**config.mk**
```make
export PLATFORM = sky130hd
export DESIGN_NAME = cmx_decode
export DESIGN_NICKNAME = d
export VERILOG_FILES = /design/src/logic/cmx_pkg.sv /design/src/logic/cmx_imm_if.sv /design/src/logic/cmx_decode.sv /design/src/logic/cmx_imm_widen.sv
export SDC_FILE = /design/constraint.sdc
export NUM_CORES = 1
export LEC_CHECK = 0
export BUFFER_PORTS_ARGS = -buffer_cell sky130_fd_sc_hd__buf_2
export CAP_MARGIN = 20
export CORE_MARGIN = 2
export CORE_UTILIZATION = 62
export DETAILED_ROUTE_END_ITERATION = 6
export GPL_TIMING_DRIVEN = 0
export HOLD_SLACK_MARGIN = 0.12
export PLACE_DENSITY = 0.85
export SLEW_MARGIN = 10
export SYNTH_ARGS = -nofsm -noshare
export SYNTH_HDL_FRONTEND = slang
export SYNTH_SLANG_ARGS = --single-unit
```
**constraint.sdc**
```tcl
create_clock -name sys_clk -period 6.81 [get_ports sys_clk]
set_input_delay 1.362 -clock sys_clk [delete_from_list [all_inputs] [get_ports sys_clk]]
set_output_delay 1.362 -clock sys_clk [all_outputs]
set_load 0.01 [all_outputs]
```
**src/logic/cmx_pkg.sv**
```systemverilog
// Purpose: shared constants and helpers for the compact-set decoder
// Assumes: 16-bit halfwords, 64-bit program counter
// Notes:   opcodes are the major field, bits 15..11 of a halfword
package cmx_pkg;
	// ==========================================
	// widths and field positions
	localparam int HW_W   = 16;
	localparam int PC_W   = 64;
	localparam int OP_MSB = 15;
	localparam int OP_LSB = 11;
	localparam int RX_MSB = 10;
	localparam int RX_LSB = 8;
	localparam int RY_MSB = 7;
	localparam int RY_LSB = 5;
	// ==========================================
	// major opcodes
	localparam logic [4:0] OP_ADDIUSP = 5'h00;
	localparam logic [4:0] OP_ADDIUPC = 5'h01;
	localparam logic [4:0] OP_B       = 5'h02;
	localparam logic [4:0] OP_JAL     = 5'h03;
	localparam logic [4:0] OP_BEQZ    = 5'h04;
	localparam logic [4:0] OP_BNEZ    = 5'h05;
	localparam logic [4:0] OP_SHIFT   = 5'h06;
	localparam logic [4:0] OP_LD      = 5'h07;
	localparam logic [4:0] OP_RRIA    = 5'h08;
	localparam logic [4:0] OP_ADDIU8  = 5'h09;
	localparam logic [4:0] OP_I8      = 5'h0C;
	localparam logic [4:0] OP_LI      = 5'h0D;
	localparam logic [4:0] OP_CMPI    = 5'h0E;
	localparam logic [4:0] OP_SD      = 5'h0F;
	localparam logic [4:0] OP_LB      = 5'h10;
	localparam logic [4:0] OP_LH      = 5'h11;
	localparam logic [4:0] OP_LWSP    = 5'h12;
	localparam logic [4:0] OP_LW      = 5'h13;
	localparam logic [4:0] OP_LBU     = 5'h14;
	localparam logic [4:0] OP_LHU     = 5'h15;
	localparam logic [4:0] OP_LWPC    = 5'h16;
	localparam logic [4:0] OP_LWU     = 5'h17;
	localparam logic [4:0] OP_SB      = 5'h18;
	localparam logic [4:0] OP_SH      = 5'h19;
	localparam logic [4:0] OP_SWSP    = 5'h1A;
	localparam logic [4:0] OP_SW      = 5'h1B;
	localparam logic [4:0] OP_RR      = 5'h1D;
	localparam logic [4:0] OP_EXT     = 5'h1E;
	localparam logic [4:0] OP_I64     = 5'h1F;
	// ==========================================
	// minor codes
	localparam logic [4:0] FN_JR     = 5'h00;
	localparam logic [4:0] FN_DSRL   = 5'h08;
	localparam logic [4:0] FN_MFHI   = 5'h10;
	localparam logic [4:0] FN_MFLO   = 5'h12;
	localparam logic [4:0] FN_DSRA   = 5'h13;
	localparam logic [2:0] JR_RY_MAX = 3'h2;
	localparam logic [2:0] F8_BTEQZ  = 3'h0;
	localparam logic [2:0] F8_BTNEZ  = 3'h1;
	localparam logic [2:0] F64_LDSP  = 3'h0;
	localparam logic [2:0] F64_LDPC  = 3'h4;
	localparam logic [2:0] F64_DAPC  = 3'h6;
	localparam logic [1:0] SH_DSLL   = 2'h1;
	// ==========================================
	// counts
	localparam logic [5:0] SHAMT_ZERO_AS = 6'h08;
	localparam logic [1:0] LD_STALL_CYC  = 2'h1;
	typedef enum logic [1:0] {PH_FIRST, PH_EXT, PH_JAL} cmx_phase_e;
	// ==========================================
	// field helpers
	function automatic logic [4:0] cmx_op(input logic [HW_W-1:0] h);
		return h[OP_MSB:OP_LSB];
	endfunction
	function automatic logic [2:0] cmx_rx(input logic [HW_W-1:0] h);
		return h[RX_MSB:RX_LSB];
	endfunction
	function automatic logic [2:0] cmx_ry(input logic [HW_W-1:0] h);
		return h[RY_MSB:RY_LSB];
	endfunction
endpackage

```
**src/logic/cmx_imm_if.sv**
```systemverilog
// Purpose: carries one instruction to the immediate widener and back
// Assumes: purely combinational exchange
// Notes:   pfx holds the eleven immediate bits of a held prefix
`timescale 1ns/10ps
interface cmx_imm_if;
	logic [15:0] instr;
	logic        ext;
	logic [10:0] pfx;
	logic [15:0] imm;
	logic        imm_signed;
	logic [5:0]  shamt;
	modport widen (input instr, input ext, input pfx, output imm, output imm_signed, output shamt);
	modport dec   (output instr, output ext, output pfx, input imm, input imm_signed, input shamt);
endinterface

```
**src/logic/cmx_decode.sv**
```systemverilog
// Purpose: decode and issue control for the compact 16-bit instruction set
// Assumes: fetch presents one halfword a cycle with its address
// Notes:   execute takes every issued instruction; no back-pressure there
`timescale 1ns/10ps
module cmx_decode
	import cmx_pkg::*;
(
	input  wire logic            sys_clk,
	input  wire logic            rst,
	input  wire logic            fetch_valid,
	input  wire logic [HW_W-1:0] fetch_hw,
	input  wire logic [PC_W-1:0] fetch_pc,
	output logic                 fetch_ready,
	input  wire logic            br_taken,
	input  wire logic            mdu_busy,
	output logic                 iss_valid,
	output logic                 iss_cancel,
	output logic [HW_W-1:0]      iss_instr,
	output logic                 iss_ext,
	output logic [15:0]          iss_imm,
	output logic                 iss_imm_signed,
	output logic [5:0]           iss_shamt,
	output logic                 iss_pc_rel,
	output logic                 iss_branch,
	output logic                 iss_jump,
	output logic                 iss_in_slot,
	output logic [PC_W-1:0]      exception_return_pc
);
	// ==========================================
	// state
	cmx_phase_e      phase_q;
	logic [10:0]     pfx_q;
	logic [PC_W-1:0] pfx_pc_q;
	logic [HW_W-1:0] jal_hw_q;
	logic [PC_W-1:0] jal_pc_q;
	logic            slot_q;
	logic [PC_W-1:0] slot_pc_q;
	logic            cancel_q;
	logic [1:0]      ld_cnt_q;
	logic [2:0]      ld_dst_q;

	// ==========================================
	// decode of the present halfword
	logic [4:0]      op;
	logic [HW_W-1:0] fin;
	logic [4:0]      fop;
	logic [4:0]      f5;
	logic [2:0]      f8;
	logic [2:0]      rx;
	logic [2:0]      ry;
	logic            head_hw;
	logic            final_hw;
	logic            ld_haz;
	logic            mdu_haz;
	logic            stall;
	logic            done;
	logic            kill;
	logic            go;
	logic            is_jr;
	logic            is_jal;
	logic            is_branch;
	logic            is_pc_rel;
	logic            ld_ok;
	logic [2:0]      ld_dst;
	logic [PC_W-1:0] base_pc;

	cmx_imm_if ifc ();

	cmx_imm_widen u_widen (
		.bus (ifc.widen)
	);

	assign op  = cmx_op(fetch_hw);
	// a jump pair issues under its first halfword
	assign fin = (phase_q == PH_JAL) ? jal_hw_q : fetch_hw;
	assign fop = cmx_op(fin);
	assign f5  = fin[4:0];
	assign f8  = fin[10:8];
	assign rx  = cmx_rx(fin);
	assign ry  = cmx_ry(fin);

	// ==========================================
	// load destination of an instruction
	function automatic logic [3:0] load_dst(input logic [HW_W-1:0] h);
		logic [4:0] o;
		o = cmx_op(h);
		unique case (o)
			OP_LB, OP_LH, OP_LW, OP_LBU, OP_LHU, OP_LWU, OP_LD: return {1'b1, cmx_ry(h)};
			OP_LWPC, OP_LWSP: return {1'b1, cmx_rx(h)};
			OP_I64: return {(h[10:8] == F64_LDSP || h[10:8] == F64_LDPC), cmx_ry(h)};
			default: return 4'h0;
		endcase
	endfunction

	assign {ld_ok, ld_dst} = load_dst(fin);

	// ==========================================
	// classes of the instruction about to issue
	assign is_jr     = (fop == OP_RR) && (f5 == FN_JR) && (ry <= JR_RY_MAX);
	assign is_jal    = (phase_q == PH_JAL);
	assign is_branch = (fop == OP_B) || (fop == OP_BEQZ) || (fop == OP_BNEZ)
		|| ((fop == OP_I8) && (f8 == F8_BTEQZ || f8 == F8_BTNEZ));
	assign is_pc_rel = (fop == OP_ADDIUPC) || (fop == OP_LWPC)
		|| ((fop == OP_I64) && (f8 == F64_LDPC || f8 == F64_DAPC));

	// ==========================================
	// hazards and the fetch handshake
	// prefix and jump heads carry no operands, so they never wait
	assign head_hw  = (phase_q == PH_FIRST) && (op == OP_EXT || op == OP_JAL);
	assign final_hw = fetch_valid && !head_hw;
	assign ld_haz   = (ld_cnt_q != 2'h0) && !is_jal && ((rx == ld_dst_q) || (ry == ld_dst_q));
	assign mdu_haz  = mdu_busy && (fop == OP_RR) && (f5 == FN_MFHI || f5 == FN_MFLO);
	assign stall    = final_hw && (ld_haz || mdu_haz);
	assign fetch_ready = !stall;
	assign done     = final_hw && !stall;
	// a branch resolves while its successor is being decoded
	assign kill     = br_taken || cancel_q;
	assign go       = done && !kill;

	// ==========================================
	// base address selection, also the exception return address
	always_comb begin
		if (phase_q == PH_EXT)
			base_pc = pfx_pc_q;
		else if (phase_q == PH_JAL)
			base_pc = jal_pc_q;
		else if (slot_q)
			base_pc = slot_pc_q;
		else
			base_pc = fetch_pc;
	end

	// ==========================================
	// immediate widener hookup
	assign ifc.instr = fin;
	assign ifc.ext   = (phase_q == PH_EXT);
	assign ifc.pfx   = pfx_q;

	// ==========================================
	// halfword phase
	always_ff @(posedge sys_clk) begin
		if (rst) begin
			phase_q <= PH_FIRST;
		end else if (fetch_valid && fetch_ready) begin
			unique case (phase_q)
				PH_FIRST: begin
					if (op == OP_EXT)
						phase_q <= PH_EXT;
					else if (op == OP_JAL)
						phase_q <= PH_JAL;
				end
				PH_EXT:   phase_q <= PH_FIRST;
				PH_JAL:   phase_q <= PH_FIRST;
			endcase
		end
	end

	// ==========================================
	// prefix holding; any alignment of the pair is fine
	always_ff @(posedge sys_clk) begin
		if (rst) begin
			pfx_q    <= 11'h000;
			pfx_pc_q <= '0;
		end else if (fetch_valid && phase_q == PH_FIRST && op == OP_EXT) begin
			pfx_q    <= fetch_hw[10:0];
			pfx_pc_q <= fetch_pc;
		end
	end

	// ==========================================
	// first half of a 32-bit jump
	always_ff @(posedge sys_clk) begin
		if (rst) begin
			jal_hw_q <= 16'h0000;
			jal_pc_q <= '0;
		end else if (fetch_valid && phase_q == PH_FIRST && op == OP_JAL) begin
			jal_hw_q <= fetch_hw;
			jal_pc_q <= fetch_pc;
		end
	end

	// ==========================================
	// jump delay slot; a kill during the slot still cancels the slot itself
	// a prefixed pair in the slot gets no protection here
	always_ff @(posedge sys_clk) begin
		if (rst) begin
			slot_q    <= 1'b0;
			slot_pc_q <= '0;
		end else if (go && (is_jr || is_jal)) begin
			slot_q    <= 1'b1;
			slot_pc_q <= base_pc;
		end else if (done && phase_q != PH_EXT) begin
			slot_q    <= 1'b0;
		end
	end

	// ==========================================
	// pending cancel, for a successor not yet complete
	always_ff @(posedge sys_clk) begin
		if (rst)
			cancel_q <= 1'b0;
		else
			cancel_q <= kill && !done;
	end

	// ==========================================
	// load interlock window
	always_ff @(posedge sys_clk) begin
		if (rst) begin
			ld_cnt_q <= 2'h0;
			ld_dst_q <= 3'h0;
		end else if (go && ld_ok) begin
			ld_cnt_q <= LD_STALL_CYC;
			ld_dst_q <= ld_dst;
		end else if (ld_cnt_q != 2'h0) begin
			ld_cnt_q <= ld_cnt_q - 2'h1;
		end
	end

	// ==========================================
	// issue strobes
	always_ff @(posedge sys_clk) begin
		if (rst) begin
			iss_valid  <= 1'b0;
			iss_cancel <= 1'b0;
		end else begin
			iss_valid  <= go;
			iss_cancel <= done && kill;
		end
	end

	// ==========================================
	// issue payload, held between completions
	always_ff @(posedge sys_clk) begin
		if (rst) begin
			iss_instr           <= 16'h0000;
			iss_ext             <= 1'b0;
			iss_imm             <= 16'h0000;
			iss_imm_signed      <= 1'b0;
			iss_shamt           <= 6'h00;
			iss_pc_rel          <= 1'b0;
			iss_branch          <= 1'b0;
			iss_jump            <= 1'b0;
			iss_in_slot         <= 1'b0;
			exception_return_pc <= '0;
		end else if (done) begin
			iss_instr           <= fin;
			iss_ext             <= (phase_q == PH_EXT);
			// the jump pair hands its second halfword on as target bits
			iss_imm             <= is_jal ? fetch_hw : ifc.imm;
			iss_imm_signed      <= is_jal ? 1'b0 : ifc.imm_signed;
			iss_shamt           <= ifc.shamt;
			iss_pc_rel          <= is_pc_rel;
			iss_branch          <= is_branch;
			iss_jump            <= is_jr || is_jal;
			iss_in_slot         <= slot_q;
			exception_return_pc <= base_pc;
		end
	end
endmodule

```
**src/logic/cmx_imm_widen.sv**
```systemverilog
// Purpose: forms the widened immediate and shift count of one instruction
// Assumes: prefix bits already held by the decoder
// Notes:   scaling of unextended offsets is applied here
`timescale 1ns/10ps
module cmx_imm_widen
	import cmx_pkg::*;
(
	cmx_imm_if.widen bus
);
	logic [4:0]  op;
	logic [15:0] full16;
	logic [15:0] in;
	assign op     = cmx_op(bus.instr);
	assign in     = bus.instr;
	assign full16 = {bus.pfx[4:0], bus.pfx[10:5], in[4:0]};

	// ==========================================
	// widening per major opcode
	always_comb begin
		bus.imm        = 16'h0000;
		bus.imm_signed = 1'b0;
		bus.shamt      = 6'h00;
		if (bus.ext) begin
			unique case (op)
				OP_SHIFT: begin
					// no zero-means-eight remap once prefixed
					bus.shamt = (in[1:0] == SH_DSLL) ? {bus.pfx[5], bus.pfx[10:6]}
						: {1'b0, bus.pfx[10:6]};
				end
				OP_RR: bus.shamt = {bus.pfx[5], bus.pfx[10:6]};
				OP_RRIA: begin
					bus.imm        = {bus.pfx[3], bus.pfx[3:0], bus.pfx[10:5], in[4:0]};
					bus.imm_signed = 1'b1;
				end
				default: begin
					bus.imm        = full16;
					bus.imm_signed = !(op == OP_LI || op == OP_CMPI);
				end
			endcase
		end else begin
			unique case (op)
				OP_SHIFT: bus.shamt = (in[4:2] == 3'h0) ? SHAMT_ZERO_AS : {3'h0, in[4:2]};
				OP_RR:    bus.shamt = (in[10:8] == 3'h0) ? SHAMT_ZERO_AS : {3'h0, in[10:8]};
				OP_RRIA: begin
					bus.imm        = {{12{in[3]}}, in[3:0]};
					bus.imm_signed = 1'b1;
				end
				OP_LB, OP_LBU, OP_SB: bus.imm = {11'h000, in[4:0]};
				OP_LH, OP_LHU, OP_SH: bus.imm = {10'h000, in[4:0], 1'b0};
				OP_LW, OP_LWU, OP_SW: bus.imm = {9'h000, in[4:0], 2'h0};
				OP_LD, OP_SD:         bus.imm = {8'h00, in[4:0], 3'h0};
				OP_LWPC, OP_LWSP, OP_SWSP, OP_ADDIUPC, OP_ADDIUSP: bus.imm = {6'h00, in[7:0], 2'h0};
				OP_LI, OP_CMPI:       bus.imm = {8'h00, in[7:0]};
				OP_B: begin
					bus.imm        = {{5{in[10]}}, in[10:0]};
					bus.imm_signed = 1'b1;
				end
				OP_I64: begin
					if (in[10:8] == F64_LDPC)
						bus.imm = {8'h00, in[4:0], 3'h0};
					else
						bus.imm = {8'h00, in[7:0]};
				end
				default: begin
					bus.imm        = {{8{in[7]}}, in[7:0]};
					bus.imm_signed = 1'b1;
				end
			endcase
		end
	end
endmodule

```
==> out/metrics.cfg, run 1 <==
[pwr]
vdd_ir_drop_max_uv = 229
internal_power_mw = 3.35
p_sw_share_pct = 29.0
overall_power_of_the_completed_layout_mw = 4.72
power_switching_mw = 1.37
comb_power_share_pct = 16.2
clock_share_of_power_pct = 38.7
pwr-share-seq_pct = 45.1
power.leakage_nw = 6.45
power_density_nw_per_um2 = 270

[timing]
timing.final.crit_share_pct = 69.2
final_hold_viol_count = 0
worst_slew_pin_slew_ns = 1.07
setup_repair_after_global_routing_missed_its_margin = no
finalSetupTns_ns = 0
clock_skew_ns = 0.0177
finalSetupViolCount = 0
timing.final.max_slew_violations = 0
timing.final.crit_period_ns = 4.71
fmax_mhz = 212
slew-limit-headroom_pct = 26.7
minimum_hold_slack_ns = 0.453

[yosys]
ys.warnings.count = 0
synth-seq-area-share_pct = 44.9
post-synth-top-count-cell = dfxtp_1
synth_fp_nets = 2008
postSynth.asyncResetShare_pct = 0
synth.area.top_cells = dfxtp_1 45%, a21oi_1 10%, nand2_1 8.3%
ys_types = 76
number_of_enable_type_register_cells_in_the_synthesized_netlist = 0
yosys_register_bits = 338
synthesis.area_per_instance_um2 = 7.86
synthFlopType = dfxtp_1
yosys.area.top_type = dfxtp_1
synth.cell_area_um2 = 15100
syn-instance-count = 1919
yosysTopAreaCellShare_pct = 44.9
post_synth_most_frequent_cells = 338 x dfxtp_1, 334 x nand2_1, 322 x nor2_1

[route]
wl_per_cell_um = 21.3
drt_first_iter_violations = 1712
dr.pass1.iters = 5
routed_via_density = 6.28
detail_route.drc_violations = 0
postRouteWirelength_mm = 53.0
ant_nets = 0
num_vias = 15600

[die]
chipHeight_um = 160
core_um2 = 24100
fp.dieW_um = 160
io-pin-count = 196
placementRows = 57
design.die.area_um2 = 25600
initial_core_util_pct = 62.6

[cts]
post-cts-setup-buffers = 0
ctsHtreeMaxLevel = 2
post_cts_resized = 0
cts-hold-fix-buffers = 0
cts_tree = yes
worstSkewPairLatency_ns = 0.53
cts_num_sinks = 338
root_buffer = clkbuf_16
numCtsBuffers = 35
cts.reportedPaths.clkPinSlew_ns = 0.06
cts.path.max_buffers = 3

[worst_hold_path]
hold_class = flop to flop

[grt]
grt_overflow_total = 0
wire_length_of_the_first_global_routing_pass_mm = 82.0
grt_util_all_layers_pct = 40.4
first_global_vias = 14800
grt_max_degree = 15
antenna_found_initial = 0

[place]
io_buffer_count = 191
finalWeightedCongestion = 0.996
place_hpwl_mm = 37.5

[critical_path]
worstSetupPathType = input port to flop
cp-start-kind = input port
worstPathArrival_ns = 5.15
timing.critical_path.required_ns = 7.25
highest_net_fanout_along_the_worst_path = 10
worst_setup_path_end_kind = flop

[status]
run_status = finished, final reports clean

[final_layout]
layout_net_count = 2236
area_delta_synth_final_pct = 16.0
post_route_cells_drive_above_1_share_pct = 14.3

[run]
max_cap_violations = 0

[state kept, by name, indices dropped and copies added (netlist names), 2 cells and up]
| name | flops |
|---|---|
| phase_q | 2 |
| iss_imm | 16 |
| ld_dst_q | 3 |
| slot_pc_q | 64 |
| iss_instr | 16 |
| jal_pc_q | 64 |
| pfx_pc_q | 64 |
| iss_shamt | 6 |
| exception_return_pc | 64 |
| jal_hw_q | 16 |
| ld_cnt_q | 2 |
| ifc.pfx | 11 |
[cells by family after synthesis]
family                     after synthesis  share of synthesized area [%]
xor gates and xnor gates                 8                          0.465
AOI/OAI and AO/OA                      552                           22.8
muxes                                   90                           6.10
buffers and inverters                  180                           5.15
and+or+nand+nor                        746                           20.2
adders and majority gates                5                          0.398
DFF                                    338                           44.9
[final cells by class]
cell class | count | area, um2
flip-flops and latches | 338 | 6770
repair buffers | 191 | 956
plain buffers | 171 | 743
inverters | 9 | 33.8
clock buffers | 45 | 943
well taps | 324 | 405
multi-input cells | 1401 | 7540
fillers | 1949 | 6600
clock inverters | 12 | 108
diodes | 2 | 5.00
[metal layers]
| layer | up-vias | GRT usage [%] | wire, um |
|---|---|---|---|
| li1 | 7123 | - | - |
| met1 | 7430 | 54.5 | 21400 |
| met2 | 938 | 64.5 | 24100 |
| met3 | 157 | 6.78 | 5410 |
| met4 | 0 | 16.8 | 2070 |
| met5 | - | 0 | 0 |
[critical path, cell delays in order]
cell and delay [ns]:
buf_2 0.15, mux2i_1 0.80, xnor2_1 0.20, o22ai_1 0.14, nor3b_1 0.20, clkbuf_1 0.67, clkbuf_1 0.67, clkbuf_1 0.66
nand2_1 0.13, a21oi_1 0.15
[through the flow]
stage | worst slack, ns | util [%] | cells | cell area, um2
floorplan | 2.98 | - | 1919 | 15100
global placement | 1.73 | 68.2 | 2434 | 16400
detailed placement | 1.77 | 68.2 | 2434 | 16400
CTS | 2.29 | 72.6 | 2491 | 17500
global route | 2.14 | 72.6 | 2491 | 17500
finish | 2.10 | 72.6 | 2493 | 17500
[worst paths after layout]
kind	to	cells after the start	startpoint	slack (ns)
setup / recovery	iss_instr[2]$_SDFFE_PP0P_	10	fetch_hw[5]	2.10
hold / removal	iss_shamt[4]$_SDFFE_PP0P_	2	iss_shamt[4]$_SDFFE_PP0P_	0.45
setup reg to reg	iss_instr[2]$_SDFFE_PP0P_	12	phase_q[0]$_SDFFE_PP0P_	2.16
hold reg to reg	iss_shamt[4]$_SDFFE_PP0P_	2	iss_shamt[4]$_SDFFE_PP0P_	0.45
[power groups by stage]
stage                     Clock (mW)  Sequential [mW]  Combinational [mW]
final                           1.83             2.13               0.764
after global routing            1.91             2.14               0.821
after CTS                       1.82             2.13               0.747
after detailed placement           0             2.17               0.740
after global placement             0             2.17               0.727
after floorplan                    0             2.20               0.407
[cell usage in the layout (no fill, tap or decap), drive strengths merged, types with 3 or more instances in the layout]
cell and count:
a22oi 3, nand2 334, mux2i 80, o22ai 5, clkinv 10, mux2 10
a221oi 7, nor4 5, nor2 322, clkbuf 166, nand3b 6, nor3b 4
a21oi 312, ha 4, o31ai 4, nor2b 4, a32oi 5, a211oi 150
and3 3, xnor2 7, buf 241, o2111ai 3, o211ai 4, a311oi 3
a32o 4, and2 3, dfxtp 338, nand3 22, nand4 3, nor4b 3
nor3 20, o41ai 8, a31oi 7, nand2b 4, o21ai 17, inv 10
Note: power is estimated with default switching activity, not from simulation.
==> inputs of run 2 (changes only) <==
Settings changed: ABC_AREA from default to 1, CORE_UTILIZATION 62 to 52, PLACE_DENSITY 0.85 to 0.76.
Clock period 6.81 ns to 3.9 ns, I/O delays scaled along.
==> run 2 against run 1 <==
  * Clock skew shrank 0.0047 ns
  * Setup slack got worse by 1.8 ns
  * Die area up 20%
  * Critical path type is now flop to output pin
==> out/metrics.cfg, run 2 <==
[status]
run_status = finished, final reports clean

[route]
route.met3.wl_mm = 5.28
postRouteWirelength_mm = 55.7
wl_per_cell_um = 19.8
wl_met1_mm = 22.9
routed_via_density = 5.82
drt_first_iter_violations = 1866
ant_nets = 0
met2_length_mm = 25.3
dr.max_layer_used = met4
num_vias = 16400
dr.pass1.iters = 6
detail_route.drc_violations = 0

[yosys]
synthFlopType = dfxtp_1
ys.warnings.count = 0
synthesis.area_per_instance_um2 = 7.02
ys_types = 40
post-synth-top-count-cell = nand2_1
post_synth_most_frequent_cells = 450 x nand2_1, 340 x a21oi_1, 338 x dfxtp_1
synth.cell_area_um2 = 15300
yosys_register_bits = 338
syn-instance-count = 2175
synth_fp_nets = 2264
number_of_enable_type_register_cells_in_the_synthesized_netlist = 0
yosys.area.top_type = dfxtp_1
postSynth.asyncResetShare_pct = 0
yosysTopAreaCellShare_pct = 44.3
synth.area.top_cells = dfxtp_1 44%, a21oi_1 11%, nand2_1 11%
synth-seq-area-share_pct = 44.3

[cts]
cts.path.max_buffers = 3
numCtsBuffers = 37
cts.reportedPaths.clkPinSlew_ns = 0.06
ctsHtreeMaxLevel = 2
cts_num_sinks = 338
root_buffer = clkbuf_16
cts_tree = yes
worstSkewPairLatency_ns = 0.53
post-cts-setup-buffers = 0
cts-hold-fix-buffers = 0
post_cts_resized = 0

[critical_path]
cp.depth = 11
rr_endpoint = slot_q$_SDFFE_PP0P_
worstSetupPathType = flop to output pin
timing.critical_path.required_ns = 3.12
depth_of_the_most_critical_reg_to_reg_path = 10
cp_num_buf_inv = 4
critical_path_cell_by_cell = inv_1 -> ha_1 -> buf_6 -> buf_4 -> o21ai_2 -> nand2_1 -> nor3_1 -> nand3_2 -> nand2_1 -> nand2_1 -> buf_2
reg2reg_slack_ns = 0.52
critPathTopFamily = simple AND/OR/NAND/NOR gates
cp-start-kind = flop
timing.critical_path.to = fetch_ready
critical_path.reg2reg.startpoint = phase_q[1]$_SDFFE_PP0P_
worstPathArrival_ns = 2.87
crit_path_top_delay_cell = o21ai_2
worst_setup_path_end_kind = output pin
highest_net_fanout_along_the_worst_path = 10
critPathMostFrequentCell = nand2_1
max_stage_delay_ns = 0.46
cp_launch_point = phase_q[0]$_SDFFE_PP0P_

[die]
design.die.area_um2 = 30700
chipHeight_um = 175
io-pin-count = 196
fp.dieW_um = 175
core_um2 = 28800
placementRows = 62
initial_core_util_pct = 53.0

[timing]
worst_slew_pin_slew_ns = 1.24
finalSetupTns_ns = 0
setup_repair_after_global_routing_missed_its_margin = no
timing.final.crit_share_pct = 93.5
timing.final.max_slew_violations = 0
clock_skew_ns = 0.0130
fmax_mhz = 274
timing.final.crit_period_ns = 3.65
final_hold_viol_count = 0
finalSetupViolCount = 0
slew-limit-headroom_pct = 17.5

[grt]
grt_overflow_total = 0
antenna_found_initial = 1
grt_max_degree = 14
first_global_vias = 15100
wire_length_of_the_first_global_routing_pass_mm = 84.9
grt_util_all_layers_pct = 35.1

[place]
finalWeightedCongestion = 0.962
io_buffer_count = 194
dp_cells = 2753
placed_cell_area_um2 = 16700
place_hpwl_mm = 40.1

[pwr]
power.leakage_nw = 7.29
vdd_ir_drop_max_uv = 293
power_density_nw_per_um2 = 539
internal_power_mw = 6.43
comb_power_share_pct = 24.5
power_switching_mw = 3.22
pwr-share-seq_pct = 39.9
p_sw_share_pct = 33.3
clock_share_of_power_pct = 35.6

[worst_hold_path]
hold_class = flop to flop

[final_layout]
layout_net_count = 2497
layout.cells.most_common = nand2_1
finalNonFillerCells = 2818
finalInstanceArea_um2 = 17900
area_delta_synth_final_pct = 17.2
most_used_cells_in_the_layout_excluding_fill_and_tap_cells = 450 x nand2_1, 340 x a21oi_1, 338 x dfxtp_1, 264 x o21ai_0, 218 x buf_2
post_route_cells_drive_above_1_share_pct = 14.4

[run]
max_cap_violations = 0

run 2: cell types whose count changed after synthesis, moves of 10 or more:
| cell | previous run | this run |
|---|---|---|
| a211oi_1 | 148 | 0 |
| a21oi_1 | 312 | 340 |
| a31o_2 | 0 | 23 |
| a31oi_1 | 6 | 41 |
| inv_1 | 8 | 207 |
| mux2_2 | 10 | 0 |
| mux2i_1 | 78 | 0 |
| nand2_1 | 334 | 450 |
| nand2_2 | 0 | 14 |
| nand3_1 | 22 | 127 |
| nor2_1 | 322 | 110 |
| o21ai_0 | 13 | 264 |
run 2: cells by family after synthesis:
family | synth area share [%]
xor+xnor | 0.402
fa+ha+maj | 0.328
simple gates | 19.9
compound gates | 25.0
flops | 44.3
buf+inv | 10.0
run 2: how the worst min path moves through the flow:
stage	startpoint	depth (start not counted)	slack, ns	endpoint
3_5_place_dp	pfx_pc_q[57]$_SDFFE_PP0P_	2	0.43	pfx_pc_q[57]$_SDFFE_PP0P_
3_3_place_gp	pfx_pc_q[9]$_SDFFE_PP0P_	2	0.43	pfx_pc_q[9]$_SDFFE_PP0P_
2_1_floorplan	pfx_pc_q[10]$_SDFFE_PP0P_	2	0.42	pfx_pc_q[10]$_SDFFE_PP0P_
4_1_cts	pfx_pc_q[57]$_SDFFE_PP0P_	2	0.44	pfx_pc_q[57]$_SDFFE_PP0P_
5_1_grt	pfx_pc_q[10]$_SDFFE_PP0P_	2	0.46	pfx_pc_q[10]$_SDFFE_PP0P_
6_report	pfx_pc_q[57]$_SDFFE_PP0P_	2	0.44	pfx_pc_q[57]$_SDFFE_PP0P_
run 2: worst reg2reg max path: stages, from the launching register on:
cell      delay, ns
dfxtp_1        0.33
inv_1          0.07
ha_1           0.19
clkbuf_1       0.30
inv_1          0.21
clkbuf_1       0.63
clkbuf_1       0.60
buf_1          0.47
nand2_1        0.21
nand2_1        0.15
a21oi_1        0.08
run 2: stage by stage:
step	util, %	hold slack [ns]	total power [mW]	setup WS (ns)
after floorplan	-	0.420	5.32	1.47
after global placement	58.1	0.428	6.17	0.651
after detailed placement	58.1	0.433	6.20	0.683
after CTS	62.2	0.442	9.57	0.371
after global routing	62.2	0.457	9.99	0.179
final	62.2	0.439	9.65	0.252
run 2: power by group through the flow:
stage          registers [mW]  logic (mW)  clock network, mW
2_1_floorplan            3.96        1.36                  0
3_3_place_gp             3.90        2.27                  0
3_5_place_dp             3.91        2.29                  0
4_1_cts                  3.84        2.31               3.42
5_1_grt                  3.86        2.57               3.56
6_report                 3.84        2.37               3.43
run 2: per-layer routing:
metal / global-route usage [%] / up-vias
li1: - / 7669
met4: 14.4 / 0
met3: 5.95 / 144
met2: 56.8 / 915
met5: 0 / -
met1: 46.5 / 7684
run 2: area by class of cell:
cell class / instances / area [um2]
sequential: 338 / 6770
antenna: 2 / 5.00
multi-input combinational: 1458 / 6970
clock inverter: 14 / 113
timing repair buffer: 194 / 971
fill: 2669 / 10900
tap: 384 / 480
clock buffer: 49 / 1060
buffer: 162 / 713
inverter: 217 / 817
